--- src/iptu_pkg.sv ---
// Shared constants for the interrupt priority and trap unit.
// Assumes one clock domain; every file that needs a number imports this package.
package iptu_pkg;
   // ------------------------------------------------------------
   // Sizes
   // ------------------------------------------------------------
   localparam int NUM_SRC = 8;
   localparam int ADDR_W = 5;
   localparam int DATA_W = 16;
   localparam int VEC_W = 24;
   localparam int NUM_W = 8;
   localparam int LVL_W = 4;
   localparam int TRAP_EVT_W = 10;
   localparam int TFR_W = 8;

   // ------------------------------------------------------------
   // Source control register layout
   // ------------------------------------------------------------
   localparam int CTL_W = 8;
   localparam int GRP_LSB = 0;
   localparam int RANK_LSB = 2;
   localparam int RANK_MSB = 5;
   localparam int GATE_BIT = 6;
   localparam int PEND_BIT = 7;
   localparam logic [CTL_W-1:0] CTL_RESET = 8'h00;
   localparam logic [7:0] RSV_ZERO = 8'h00;

   // ------------------------------------------------------------
   // Register map, word indices
   // ------------------------------------------------------------
   localparam logic [ADDR_W-1:0] CTL_BASE = 5'h00;
   localparam logic [ADDR_W-1:0] TFR_ADDR = 5'h10;
   localparam logic [ADDR_W-1:0] MASK_ADDR = 5'h11;
   localparam logic [ADDR_W-1:0] STAT_ADDR = 5'h12;

   // ------------------------------------------------------------
   // Trap event inputs and trap flag bits
   // ------------------------------------------------------------
   localparam int EVT_SW_RESET = 0;
   localparam int EVT_WDT_OVF = 1;
   localparam int EVT_FIRST_FLAG = 2;
   localparam int TF_NMI = 0;
   localparam int TF_STACK_OVER = 1;
   localparam int TF_STACK_UNDER = 2;
   localparam int TF_CLASS_B_LSB = 3;
   localparam int TF_CLASS_B_MSB = 7;

   // ------------------------------------------------------------
   // Vectors, trap numbers and levels
   // ------------------------------------------------------------
   localparam logic [VEC_W-1:0] RESET_VEC = 24'h000000;
   localparam logic [VEC_W-1:0] NONMASKABLE_VECTOR = 24'h000008;
   localparam logic [VEC_W-1:0] STACK_OVER_VECTOR = 24'h000010;
   localparam logic [VEC_W-1:0] STACK_UNDER_VECTOR = 24'h000018;
   localparam logic [VEC_W-1:0] CLASS_B_VECTOR = 24'h000028;
   localparam logic [NUM_W-1:0] RESET_NUM = 8'h00;
   localparam logic [NUM_W-1:0] NMI_NUM = 8'h02;
   localparam logic [NUM_W-1:0] STACK_OVER_NUM = 8'h04;
   localparam logic [NUM_W-1:0] STACK_UNDER_NUM = 8'h06;
   localparam logic [NUM_W-1:0] CLASS_B_NUM = 8'h0a;
   localparam logic [VEC_W-1:0] INT_VEC_BASE = 24'h000040;
   localparam logic [NUM_W-1:0] INT_NUM_BASE = 8'h10;
   localparam logic [LVL_W-1:0] LVL_MAX = 4'hf;

   // Trap service state, one-hot.
   typedef enum logic [3:0] {
      SVC_NONE = 4'b0001,
      SVC_B = 4'b0010,
      SVC_A = 4'b0100,
      SVC_RST = 4'b1000
   } iptu_svc_t;
endpackage

--- src/iptu_src_ctl.sv ---
// One source control register with its request-pending flag.
// Assumes the parent decodes word and bit writes; all inputs synchronous.
`timescale 1ns/1ps
`default_nettype none
module iptu_src_ctl
   import iptu_pkg::*;
(
   input wire logic ref_clk,
   input wire logic arst_n,
   input wire logic word_wr,
   input wire logic [CTL_W-1:0] wdata,
   input wire logic bit_wr,
   input wire logic [2:0] bit_idx,
   input wire logic bit_val,
   input wire logic hw_set,
   input wire logic ack_clr,
   output logic [CTL_W-1:0] ctl_q
);
   logic [CTL_W-1:0] ctl_d;

   // ------------------------------------------------------------
   // Register update
   // ------------------------------------------------------------
   // Software word and bit writes land first, then the hardware request
   // is ORed in last so a request arriving with any clear is never lost.
   always_comb begin
      ctl_d = ctl_q;
      if (word_wr) begin
         ctl_d = wdata;
      end else if (bit_wr) begin
         ctl_d[bit_idx] = bit_val;
      end
      if (ack_clr) begin
         ctl_d[PEND_BIT] = 1'b0;
      end
      if (hw_set) begin
         ctl_d[PEND_BIT] = 1'b1;
      end
   end

   // Only the low byte exists; the reserved byte has no storage at all.
   always_ff @(posedge ref_clk or negedge arst_n) begin
      if (!arst_n) begin
         ctl_q <= CTL_RESET;
      end else begin
         ctl_q <= ctl_d;
      end
   end
endmodule
`default_nettype wire

--- src/iptu_core.sv ---
// Interrupt priority and trap unit: per-source control, arbitration,
// trap ladder, trap flag register with interrupt output.
// Assumes the CPU acknowledges a presented vector with a one-cycle pulse
// and reports the end of trap service with a one-cycle pulse.
//
// The implementer's own choices: strobed register access and the placing of the registers.
`timescale 1ns/1ps
`default_nettype none

// Functional notes
// - Control state lives in low byte only
// - Reserved high byte reads zero, ignores writes
// - All bits readable, writable, bit addressable
// - Group level breaks equal-rank ties, 3 highest
// - Four-bit rank, Fh highest, 0h lowest
// - Gate bit clear excludes request from arbitration
// - Pending flag set when source requests
// - Resets vector 0, number 0, top rank
// - Class A traps have own vectors
// - Class B traps share vector 28h, 0Ah
// - Trap service forces CPU level 15
// - Traps preempt; interrupts blocked during trap; the code unblocks them once a preempting trap returns
// - Each trap except the two resets sets its trap flag bit
module iptu_core
   import iptu_pkg::*;
(
   input wire logic ref_clk,
   input wire logic arst_n,
   input wire logic [ADDR_W-1:0] addr,
   input wire logic [DATA_W-1:0] wdata,
   input wire logic wr_stb,
   input wire logic rd_stb,
   input wire logic bit_wr,
   input wire logic [3:0] bit_idx,
   input wire logic bit_val,
   input wire logic [NUM_SRC-1:0] src_req,
   input wire logic [TRAP_EVT_W-1:0] trap_evt,
   input wire logic [LVL_W-1:0] cpu_level,
   input wire logic cpu_ack,
   input wire logic trap_done,
   output logic [DATA_W-1:0] rdata_q,
   output logic req_vld_q,
   output logic req_is_trap_q,
   output logic [VEC_W-1:0] vec_q,
   output logic [NUM_W-1:0] num_q,
   output logic [LVL_W-1:0] new_level_q,
   output logic irq_q
);
   // ------------------------------------------------------------
   // Declarations
   // ------------------------------------------------------------
   logic [CTL_W-1:0] ctl [NUM_SRC];
   logic [NUM_SRC-1:0] ack_src;
   logic [TFR_W-1:0] tfr_q;
   logic [TFR_W-1:0] mask_q;
   logic rst_pend_q;
   logic [2:0] a_pend_q;
   logic b_pend_q;
   iptu_svc_t svc_q;
   logic [2:0] src_q;
   logic take_ack;
   logic int_found;
   logic [2:0] int_idx;
   logic [5:0] int_key;
   logic cand_vld;
   logic cand_trap;
   logic [VEC_W-1:0] cand_vec;
   logic [NUM_W-1:0] cand_num;
   logic [LVL_W-1:0] cand_lvl;

   // Word address of a source control register, if any.
   function automatic logic is_ctl(input logic [ADDR_W-1:0] a);
      return (a >= CTL_BASE) && (a < CTL_BASE + ADDR_W'(NUM_SRC));
   endfunction

   assign take_ack = cpu_ack && req_vld_q;

   // ------------------------------------------------------------
   // Source control registers
   // ------------------------------------------------------------
   // A bit write to index 8..15 falls into the reserved byte and is dropped.
   genvar gi;
   generate
      for (gi = 0; gi < NUM_SRC; gi++) begin : g_src
         logic sel;
         assign sel = is_ctl(addr) && (addr[2:0] == 3'(gi));
         assign ack_src[gi] = take_ack && !req_is_trap_q && (src_q == 3'(gi));
         iptu_src_ctl u_ctl (
            .ref_clk(ref_clk),
            .arst_n(arst_n),
            .word_wr(wr_stb && sel),
            .wdata(wdata[CTL_W-1:0]),
            .bit_wr(bit_wr && sel && !bit_idx[3]),
            .bit_idx(bit_idx[2:0]),
            .bit_val(bit_val),
            .hw_set(src_req[gi]),
            .ack_clr(ack_src[gi]),
            .ctl_q(ctl[gi])
         );
      end
   endgenerate

   // ------------------------------------------------------------
   // Interrupt arbitration
   // ------------------------------------------------------------
   // Key is rank over group, so one compare orders both fields; equal
   // keys keep the lower index, which makes the result deterministic.
   always_comb begin
      int_found = 1'b0;
      int_idx = 3'h0;
      int_key = 6'h00;
      for (int i = 0; i < NUM_SRC; i++) begin
         if (ctl[i][PEND_BIT] && ctl[i][GATE_BIT]
               && (ctl[i][RANK_MSB:RANK_LSB] > cpu_level)
               && (!int_found || ctl[i][RANK_MSB:GRP_LSB] > int_key)) begin
            int_found = 1'b1;
            int_idx = 3'(i);
            int_key = ctl[i][RANK_MSB:GRP_LSB];
         end
      end
   end

   // ------------------------------------------------------------
   // Trap ladder and candidate selection
   // ------------------------------------------------------------
   // A trap is offered only when it outranks the one in service;
   // interrupts are offered only with no trap in service.
   always_comb begin
      cand_vld = 1'b0;
      cand_trap = 1'b0;
      cand_vec = RESET_VEC;
      cand_num = RESET_NUM;
      cand_lvl = LVL_MAX;
      if (rst_pend_q && svc_q != SVC_RST) begin
         cand_vld = 1'b1;
         cand_trap = 1'b1;
      end else if (a_pend_q != 3'b000 && (svc_q == SVC_NONE || svc_q == SVC_B)) begin
         cand_vld = 1'b1;
         cand_trap = 1'b1;
         if (a_pend_q[TF_NMI]) begin
            cand_vec = NONMASKABLE_VECTOR;
            cand_num = NMI_NUM;
         end else if (a_pend_q[TF_STACK_OVER]) begin
            cand_vec = STACK_OVER_VECTOR;
            cand_num = STACK_OVER_NUM;
         end else begin
            cand_vec = STACK_UNDER_VECTOR;
            cand_num = STACK_UNDER_NUM;
         end
      end else if (b_pend_q && svc_q == SVC_NONE) begin
         cand_vld = 1'b1;
         cand_trap = 1'b1;
         cand_vec = CLASS_B_VECTOR;
         cand_num = CLASS_B_NUM;
      end else if (int_found && svc_q == SVC_NONE) begin
         cand_vld = 1'b1;
         cand_vec = INT_VEC_BASE + {19'h00000, int_idx, 2'b00};
         cand_num = INT_NUM_BASE + {5'h00, int_idx};
         cand_lvl = ctl[int_idx][RANK_MSB:RANK_LSB];
      end
   end

   // ------------------------------------------------------------
   // Trap requests waiting for service
   // ------------------------------------------------------------
   // New events are ORed in after the acknowledge clear, so a trap that
   // repeats during its own acknowledge is served again.
   // Clears decode the offered number; the candidate may have moved on.
   always_ff @(posedge ref_clk or negedge arst_n) begin
      if (!arst_n) begin
         rst_pend_q <= 1'b0;
         a_pend_q <= 3'b000;
         b_pend_q <= 1'b0;
      end else begin
         rst_pend_q <= (rst_pend_q && !(take_ack && svc_q != SVC_RST && req_is_trap_q
                        && num_q == RESET_NUM))
                       || trap_evt[EVT_SW_RESET] || trap_evt[EVT_WDT_OVF];
         a_pend_q <= (a_pend_q & ~({3{take_ack && req_is_trap_q}}
                     & {num_q == STACK_UNDER_NUM, num_q == STACK_OVER_NUM, num_q == NMI_NUM}))
                     | trap_evt[EVT_FIRST_FLAG +: 3];
         b_pend_q <= (b_pend_q && !(take_ack && req_is_trap_q && num_q == CLASS_B_NUM))
                     || (|trap_evt[TRAP_EVT_W-1:EVT_FIRST_FLAG+3]);
      end
   end

   // Service state; a return always drops back to no trap in service,
   // so a preempted lower trap does not regain its blocking rank.
   // The class entered is that of the acknowledged offer.
   always_ff @(posedge ref_clk or negedge arst_n) begin
      if (!arst_n) begin
         svc_q <= SVC_NONE;
      end else if (take_ack && req_is_trap_q) begin
         svc_q <= (num_q == RESET_NUM) ? SVC_RST
                  : (num_q == CLASS_B_NUM) ? SVC_B : SVC_A;
      end else if (trap_done) begin
         svc_q <= SVC_NONE;
      end
   end

   // ------------------------------------------------------------
   // Request presented to the CPU
   // ------------------------------------------------------------
   // The offer drops for one cycle after an acknowledge so the cleared
   // flag is seen before the next arbitration result is offered.
   always_ff @(posedge ref_clk or negedge arst_n) begin
      if (!arst_n) begin
         req_vld_q <= 1'b0;
         req_is_trap_q <= 1'b0;
         vec_q <= RESET_VEC;
         num_q <= RESET_NUM;
         new_level_q <= LVL_MAX;
         src_q <= 3'h0;
      end else if (take_ack) begin
         req_vld_q <= 1'b0;
      end else begin
         req_vld_q <= cand_vld;
         req_is_trap_q <= cand_trap;
         vec_q <= cand_vec;
         num_q <= cand_num;
         new_level_q <= cand_lvl;
         src_q <= int_idx;
      end
   end

   // ------------------------------------------------------------
   // Trap flags, mask and interrupt output
   // ------------------------------------------------------------
   // Write one to clear; a trap in the same cycle keeps its flag set.
   always_ff @(posedge ref_clk or negedge arst_n) begin
      if (!arst_n) begin
         tfr_q <= '0;
      end else begin
         tfr_q <= (tfr_q & ~((wr_stb && addr == TFR_ADDR) ? wdata[TFR_W-1:0] : '0))
                  | trap_evt[TRAP_EVT_W-1:EVT_FIRST_FLAG];
      end
   end

   always_ff @(posedge ref_clk or negedge arst_n) begin
      if (!arst_n) begin
         mask_q <= '0;
      end else if (wr_stb && addr == MASK_ADDR) begin
         mask_q <= wdata[TFR_W-1:0];
      end
   end

   always_ff @(posedge ref_clk or negedge arst_n) begin
      if (!arst_n) begin
         irq_q <= 1'b0;
      end else begin
         irq_q <= |(tfr_q & mask_q);
      end
   end

   // ------------------------------------------------------------
   // Register read
   // ------------------------------------------------------------
   always_ff @(posedge ref_clk or negedge arst_n) begin
      if (!arst_n) begin
         rdata_q <= '0;
      end else if (rd_stb) begin
         if (is_ctl(addr)) begin
            rdata_q <= {RSV_ZERO, ctl[addr[2:0]]};
         end else if (addr == TFR_ADDR) begin
            rdata_q <= {RSV_ZERO, tfr_q};
         end else if (addr == MASK_ADDR) begin
            rdata_q <= {RSV_ZERO, mask_q};
         end else if (addr == STAT_ADDR) begin
            rdata_q <= {11'h000, svc_q, req_vld_q};
         end else begin
            rdata_q <= '0;
         end
      end
   end

   // ------------------------------------------------------------
   // Assertions
   // ------------------------------------------------------------
   property p_rsv_zero;
      @(posedge ref_clk) disable iff (!arst_n)
      (rd_stb && is_ctl(addr)) |=> (rdata_q[15:8] == 8'h00);
   endproperty
   a_rsv_zero: assert property (p_rsv_zero) else $error("reserved byte not zero");

   property p_rst_vec;
      @(posedge ref_clk) disable iff (!arst_n)
      (req_vld_q && req_is_trap_q && num_q == RESET_NUM) |-> (vec_q == RESET_VEC);
   endproperty
   a_rst_vec: assert property (p_rst_vec) else $error("reset vector wrong");

   property p_a_vec;
      @(posedge ref_clk) disable iff (!arst_n)
      (req_vld_q && num_q == STACK_OVER_NUM) |-> (vec_q == STACK_OVER_VECTOR);
   endproperty
   a_a_vec: assert property (p_a_vec) else $error("class A vector wrong");

   property p_b_vec;
      @(posedge ref_clk) disable iff (!arst_n)
      (req_vld_q && req_is_trap_q && num_q == CLASS_B_NUM) |-> (vec_q == CLASS_B_VECTOR);
   endproperty
   a_b_vec: assert property (p_b_vec) else $error("class B vector wrong");

   property p_trap_level;
      @(posedge ref_clk) disable iff (!arst_n)
      (req_vld_q && req_is_trap_q) |-> (new_level_q == LVL_MAX);
   endproperty
   a_trap_level: assert property (p_trap_level) else $error("trap level not max");

   property p_no_int_in_trap;
      @(posedge ref_clk) disable iff (!arst_n)
      (svc_q != SVC_NONE) |=> !(req_vld_q && !req_is_trap_q);
   endproperty
   a_no_int_in_trap: assert property (p_no_int_in_trap) else $error("interrupt in trap");

   property p_tfr_set;
      @(posedge ref_clk) disable iff (!arst_n)
      (|trap_evt[TRAP_EVT_W-1:EVT_FIRST_FLAG]) |=>
         ((tfr_q & $past(trap_evt[TRAP_EVT_W-1:EVT_FIRST_FLAG]))
          == $past(trap_evt[TRAP_EVT_W-1:EVT_FIRST_FLAG]));
   endproperty
   a_tfr_set: assert property (p_tfr_set) else $error("trap flag not set");

   property p_int_above;
      @(posedge ref_clk) disable iff (!arst_n)
      (req_vld_q && !req_is_trap_q && !$past(take_ack)) |-> (new_level_q > $past(cpu_level));
   endproperty
   a_int_above: assert property (p_int_above) else $error("interrupt not above cpu level");

   property p_ack_clr;
      @(posedge ref_clk) disable iff (!arst_n)
      (take_ack && !req_is_trap_q && !src_req[src_q]) |=> !ctl[$past(src_q)][PEND_BIT];
   endproperty
   a_ack_clr: assert property (p_ack_clr) else $error("pending not cleared");

   c_int_taken: cover property (@(posedge ref_clk) disable iff (!arst_n)
      take_ack && !req_is_trap_q);
   c_trap_taken: cover property (@(posedge ref_clk) disable iff (!arst_n)
      take_ack && req_is_trap_q);
   c_preempt: cover property (@(posedge ref_clk) disable iff (!arst_n)
      svc_q == SVC_B && take_ack && req_is_trap_q && num_q != CLASS_B_NUM);
endmodule
`default_nettype wire

--- config.mk ---
export PLATFORM = sky130hd
export DESIGN_NAME = iptu_core
export DESIGN_NICKNAME = d
export VERILOG_FILES = /design/src/iptu_pkg.sv /design/src/iptu_src_ctl.sv /design/src/iptu_core.sv
export SDC_FILE = /design/constraint.sdc
export NUM_CORES = 1
export LEC_CHECK = 0
export ABC_CLOCK_PERIOD_IN_PS = 14550
export BUFFER_PORTS_ARGS = -buffer_cell sky130_fd_sc_hd__buf_2
export CAP_MARGIN = 20
export CORE_MARGIN = 5
export CORE_UTILIZATION = 35
export DETAILED_ROUTE_END_ITERATION = 10
export GPL_TIMING_DRIVEN = 0
export PLACE_DENSITY = 0.52
export SKIP_LAST_GASP = 1
export SYNTH_ARGS = -nofsm -noshare
export SYNTH_HDL_FRONTEND = slang
export SYNTH_SLANG_ARGS = --single-unit
--- constraint.sdc ---
create_clock -name ref_clk -period 14.55 [get_ports ref_clk]
set_clock_uncertainty 0.1 [all_clocks]
set_input_delay 0.7275 -clock ref_clk [delete_from_list [all_inputs] [get_ports ref_clk]]
set_output_delay 0.7275 -clock ref_clk [all_outputs]
set_load 0.005 [all_outputs]
==> results by group <==
Outcome
  – Status: finished, final reports clean

GRT
  – Global route total overflow: 0
  – Largest net degree at the start of global routing: 72
  – Vias in the first global route: 7,853
  – Global-route wire length before repair: roughly 47,000 um
  – Initial antenna violation count: 0
  – GRT Overall Usage: 0.212

Worst setup path
  – Crit-path slowest cell: mux2_2
  – Buffers & Inverters on Critical Path: 9
  – Reg2Reg Setup Slack: 1.14 ns
  – Worst setup SP type: input pin
  – Setup CP Type: input pin to register
  – Worst path required time: about 15 ns
  – Crit Path Max Fanout: 10
  – Critical path endpoint category: register
  – Top delay family on crit path: compound AO/OA/AOI/OAI gates
  – Cell mode on critical path: ha_1
  – CP max stage delay: ~0.42 ns
  – Arrival time at the worst endpoint: 13.82 ns

Pwr
  – Comb pwr share: 0.473
  – Cell-internal power: ~0.0008 W
  – Switching power: ~0.00064 W
  – Pleak: between 4 and 5 nW
  – VDD IR max: 0.0000595 V
  – Sw Share: 0.447
  – Clk pwr share: 0.191
  – Seq pwr share: 0.337
  – Pwr/cell area: around 140 mW/mm^2

Floorplan
  – Core outline area: ~0.025 mm^2
  – Die H: between 150 and 200 um
  – # IOs: between 100 and 150
  – Die W: ~170 um
  – Die area: approximately 0.029 mm^2
  – Initial Util: 0.357
  – Cell row count: just under 60

Final layout
  – Leading cell type in the layout, fill and taps excluded: nor2_1
  – Most frequent cells in the layout: 170 x nor2_1, 107 x dfrtp_1, 103 x a21oi_1
  – Fillers: approximately 2,500
  – Sequential standard cell area: between 0.002 and 0.003 mm^2
  – Final Net Count: ~1,300
  – N_diodes: 0
  – Proportion of layout cells with a drive suffix above 1: 0.168
  – Area Growth Syn to Fin: 13.8%
  – Final Non-Filler Cells: 1,476
  – Footprint of the multi-input gates: between 0.005 and 0.006 mm^2

Placement
  – Cell total after placement: 1,458
  – Gpl congestion: 0.967
  – Detailed placer's ending HPWL: 24,300 um
  – Count of buffers from port buffering: between 60 and 70

Yosys
  – Sequential fraction of the synthesis area: 0.311
  – Synth Cell Area: roughly 0.009 mm^2
  – Top FF cell, synth: dfrtp_1
  – FFs w/ async S/R, synth: 1.00
  – Cell taking the most area after synthesis: dfrtp_1
  – Synth Register Bits: approximately 110
  – Area share of the largest cell type after synthesis: 0.296
  – Number of synthesized flops with an enable pin: 0
  – Distinct cells, synth: 74
  – Mapped Cells: around 1,000
  – Syn avg cell area: slightly below 9 um^2
  – Synthesis Warnings: 0
  – Top area cells in the synthesized netlist: dfrtp_1 30%, ha_1 10%, mux2i_1 7.6%

Clock tree
  – CTS Hold Bufs: 0
  – H-tree depth: 3
  – CTS tree: done
  – Num CTS Buffers: 9
  – Max Root-Sink Buffers: 2
  – CTS sink cnt: between 100 and 150
  – Register clock-pin slew on the reported worst setup and hold paths: 0.10 ns
  – Root Buffer: clkbuf_16
  – Worst skew pair latency: about 0.38 ns

STA
  – Setup violators final: 0
  – TNS Setup: 0 ns
  – Final hold vios: 0
  – F_max: roughly 73 MHz
  – Final Cycle Share: 0.935
  – Max-slew headroom: 0.229
  – RSZ-0062 raised after global routing: false
  – Fin crit period: 13.61 ns
  – Actual slew at the worst max-slew pin: around 1.1 ns
  – Slew Viols, Final: 0

Drt
  – DR WL/cell: approximately 21 um
  – Routed wire length: 31,000 um
  – DRT Pass-1 Iters: 5
  – Post-route ant nets: 0
  – Initial DRC Count: 658
  – DRC Markers: 0
  – DR vias/cell: 5.55
  – Vias post-DR: about 8,200

Worst hold path
  – Hold Crit Class: input pin to async pin

Job
  – Max Cap Viol: 0
## state kept, by name (all words and copies together), names as in the netlist
name and cells:
vec_q 5, rdata_q 8, req_vld_q 1, rst_pend_q 1
mask_q 8, b_pend_q 1, g_src.u_ctl.ctl_q 64, req_is_trap_q 1
tfr_q 8, irq_q 1, svc_q 4, a_pend_q 3
src_q 3, new_level_q 4
## worst paths after layout
check | start | to | cells past startpoint
setup / recovery | cpu_level[3] | new_level_q[3] | 65
hold / removal | arst_n | g_src[2].u_ctl.ctl_q[5] | 1
setup reg to reg | g_src[0].u_ctl.ctl_q[5] | new_level_q[3] | 63
hold reg to reg | rdata_q[7] | rdata_q[7] | 1
max in group asynchronous | arst_n | new_level_q[2] | 2
min in group ref_clk | rdata_q[7] | rdata_q[7] | 1
## cells in the mapped netlist (all sizes together) (8+ instances only)
master,instances
nand3,30
a21oi,107
o21ai,28
mux4,16
a211oi,12
nand4,12
a31oi,8
nor2b,16
a22oi,17
a21o,24
clkbuf,15
mux2i,69
inv,51
nor2,173
a22o,9
o22ai,8
nand2,66
buf,54
o21a,9
nor3,20
nand2b,12
mux2,23
ha,74
dfrtp,107
## logic make-up (layout without fill, tap and decap cells)
kind of cell,after synthesis,after routing,synth area share
flip-flops,112,112,0.311
adder cells (fa/ha/maj),74,74,0.103
AO/OA/AOI/OAI,264,264,0.193
XOR/XNOR,1,1,0.000970
multiplexers,108,108,0.145
buffers and inverters,120,203,0.0687
AND/OR/NAND/NOR,354,354,0.179
other,1,30,0.000415
## cell type report
type,instances,area share
Buffer,69,0.0420
Multi-Input combinational cell,831,0.558
Clock inverter,7,0.00889
Sequential cell,112,0.273
Clock buffer,9,0.0219
Timing Repair Buffer,67,0.0364
Inverter,51,0.0190
Tap cell,330,0.0402
## metal layers
metal  global-route usage  vias to the layer above  wire (um)  part of all wire
li1                     -                     3919          -                 -
met1                0.304                     3948      14500              0.47
met2                0.333                      269      14000              0.45
met3               0.0245                       53       1580             0.051
met4               0.0750                        0        890             0.029
met5                    0                        -          0                 0
## power groups by stage
stage               clock network [W]  logic, W  registers [W]
floorplan                           0  0.000499       0.000433
global placement                    0  0.000662       0.000485
detailed placement                  0  0.000669       0.000487
CTS                          0.000279  0.000673       0.000481
global route                 0.000289  0.000763       0.000493
finish                       0.000275  0.000681       0.000485
## through the flow
step | hold WS (ns) | util | area [um^2] | setup WS [ns] | total power (W)
after CTS | 0.167 | 0.404 | 10200 | 0.361 | 0.00143
final | 0.152 | 0.406 | 10300 | 0.939 | 0.00144
after detailed placement | 0.374 | 0.391 | 9910 | 0.00363 | 0.00116
after floorplan | 0.332 | - | 9140 | 1.97 | 0.000933
after global placement | 0.363 | 0.389 | 9860 | 0.000251 | 0.00115
after global routing | 0.183 | 0.406 | 10300 | 0.0150 | 0.00154
## timing repair
item | CTS | global route
setup buffers | 0 | 2
hold endpoints to repair | 0 | 0
gates resized for setup | 0 | 9
setup endpoints to repair | 0 | 10
Power figures use the tool's default switching activity.
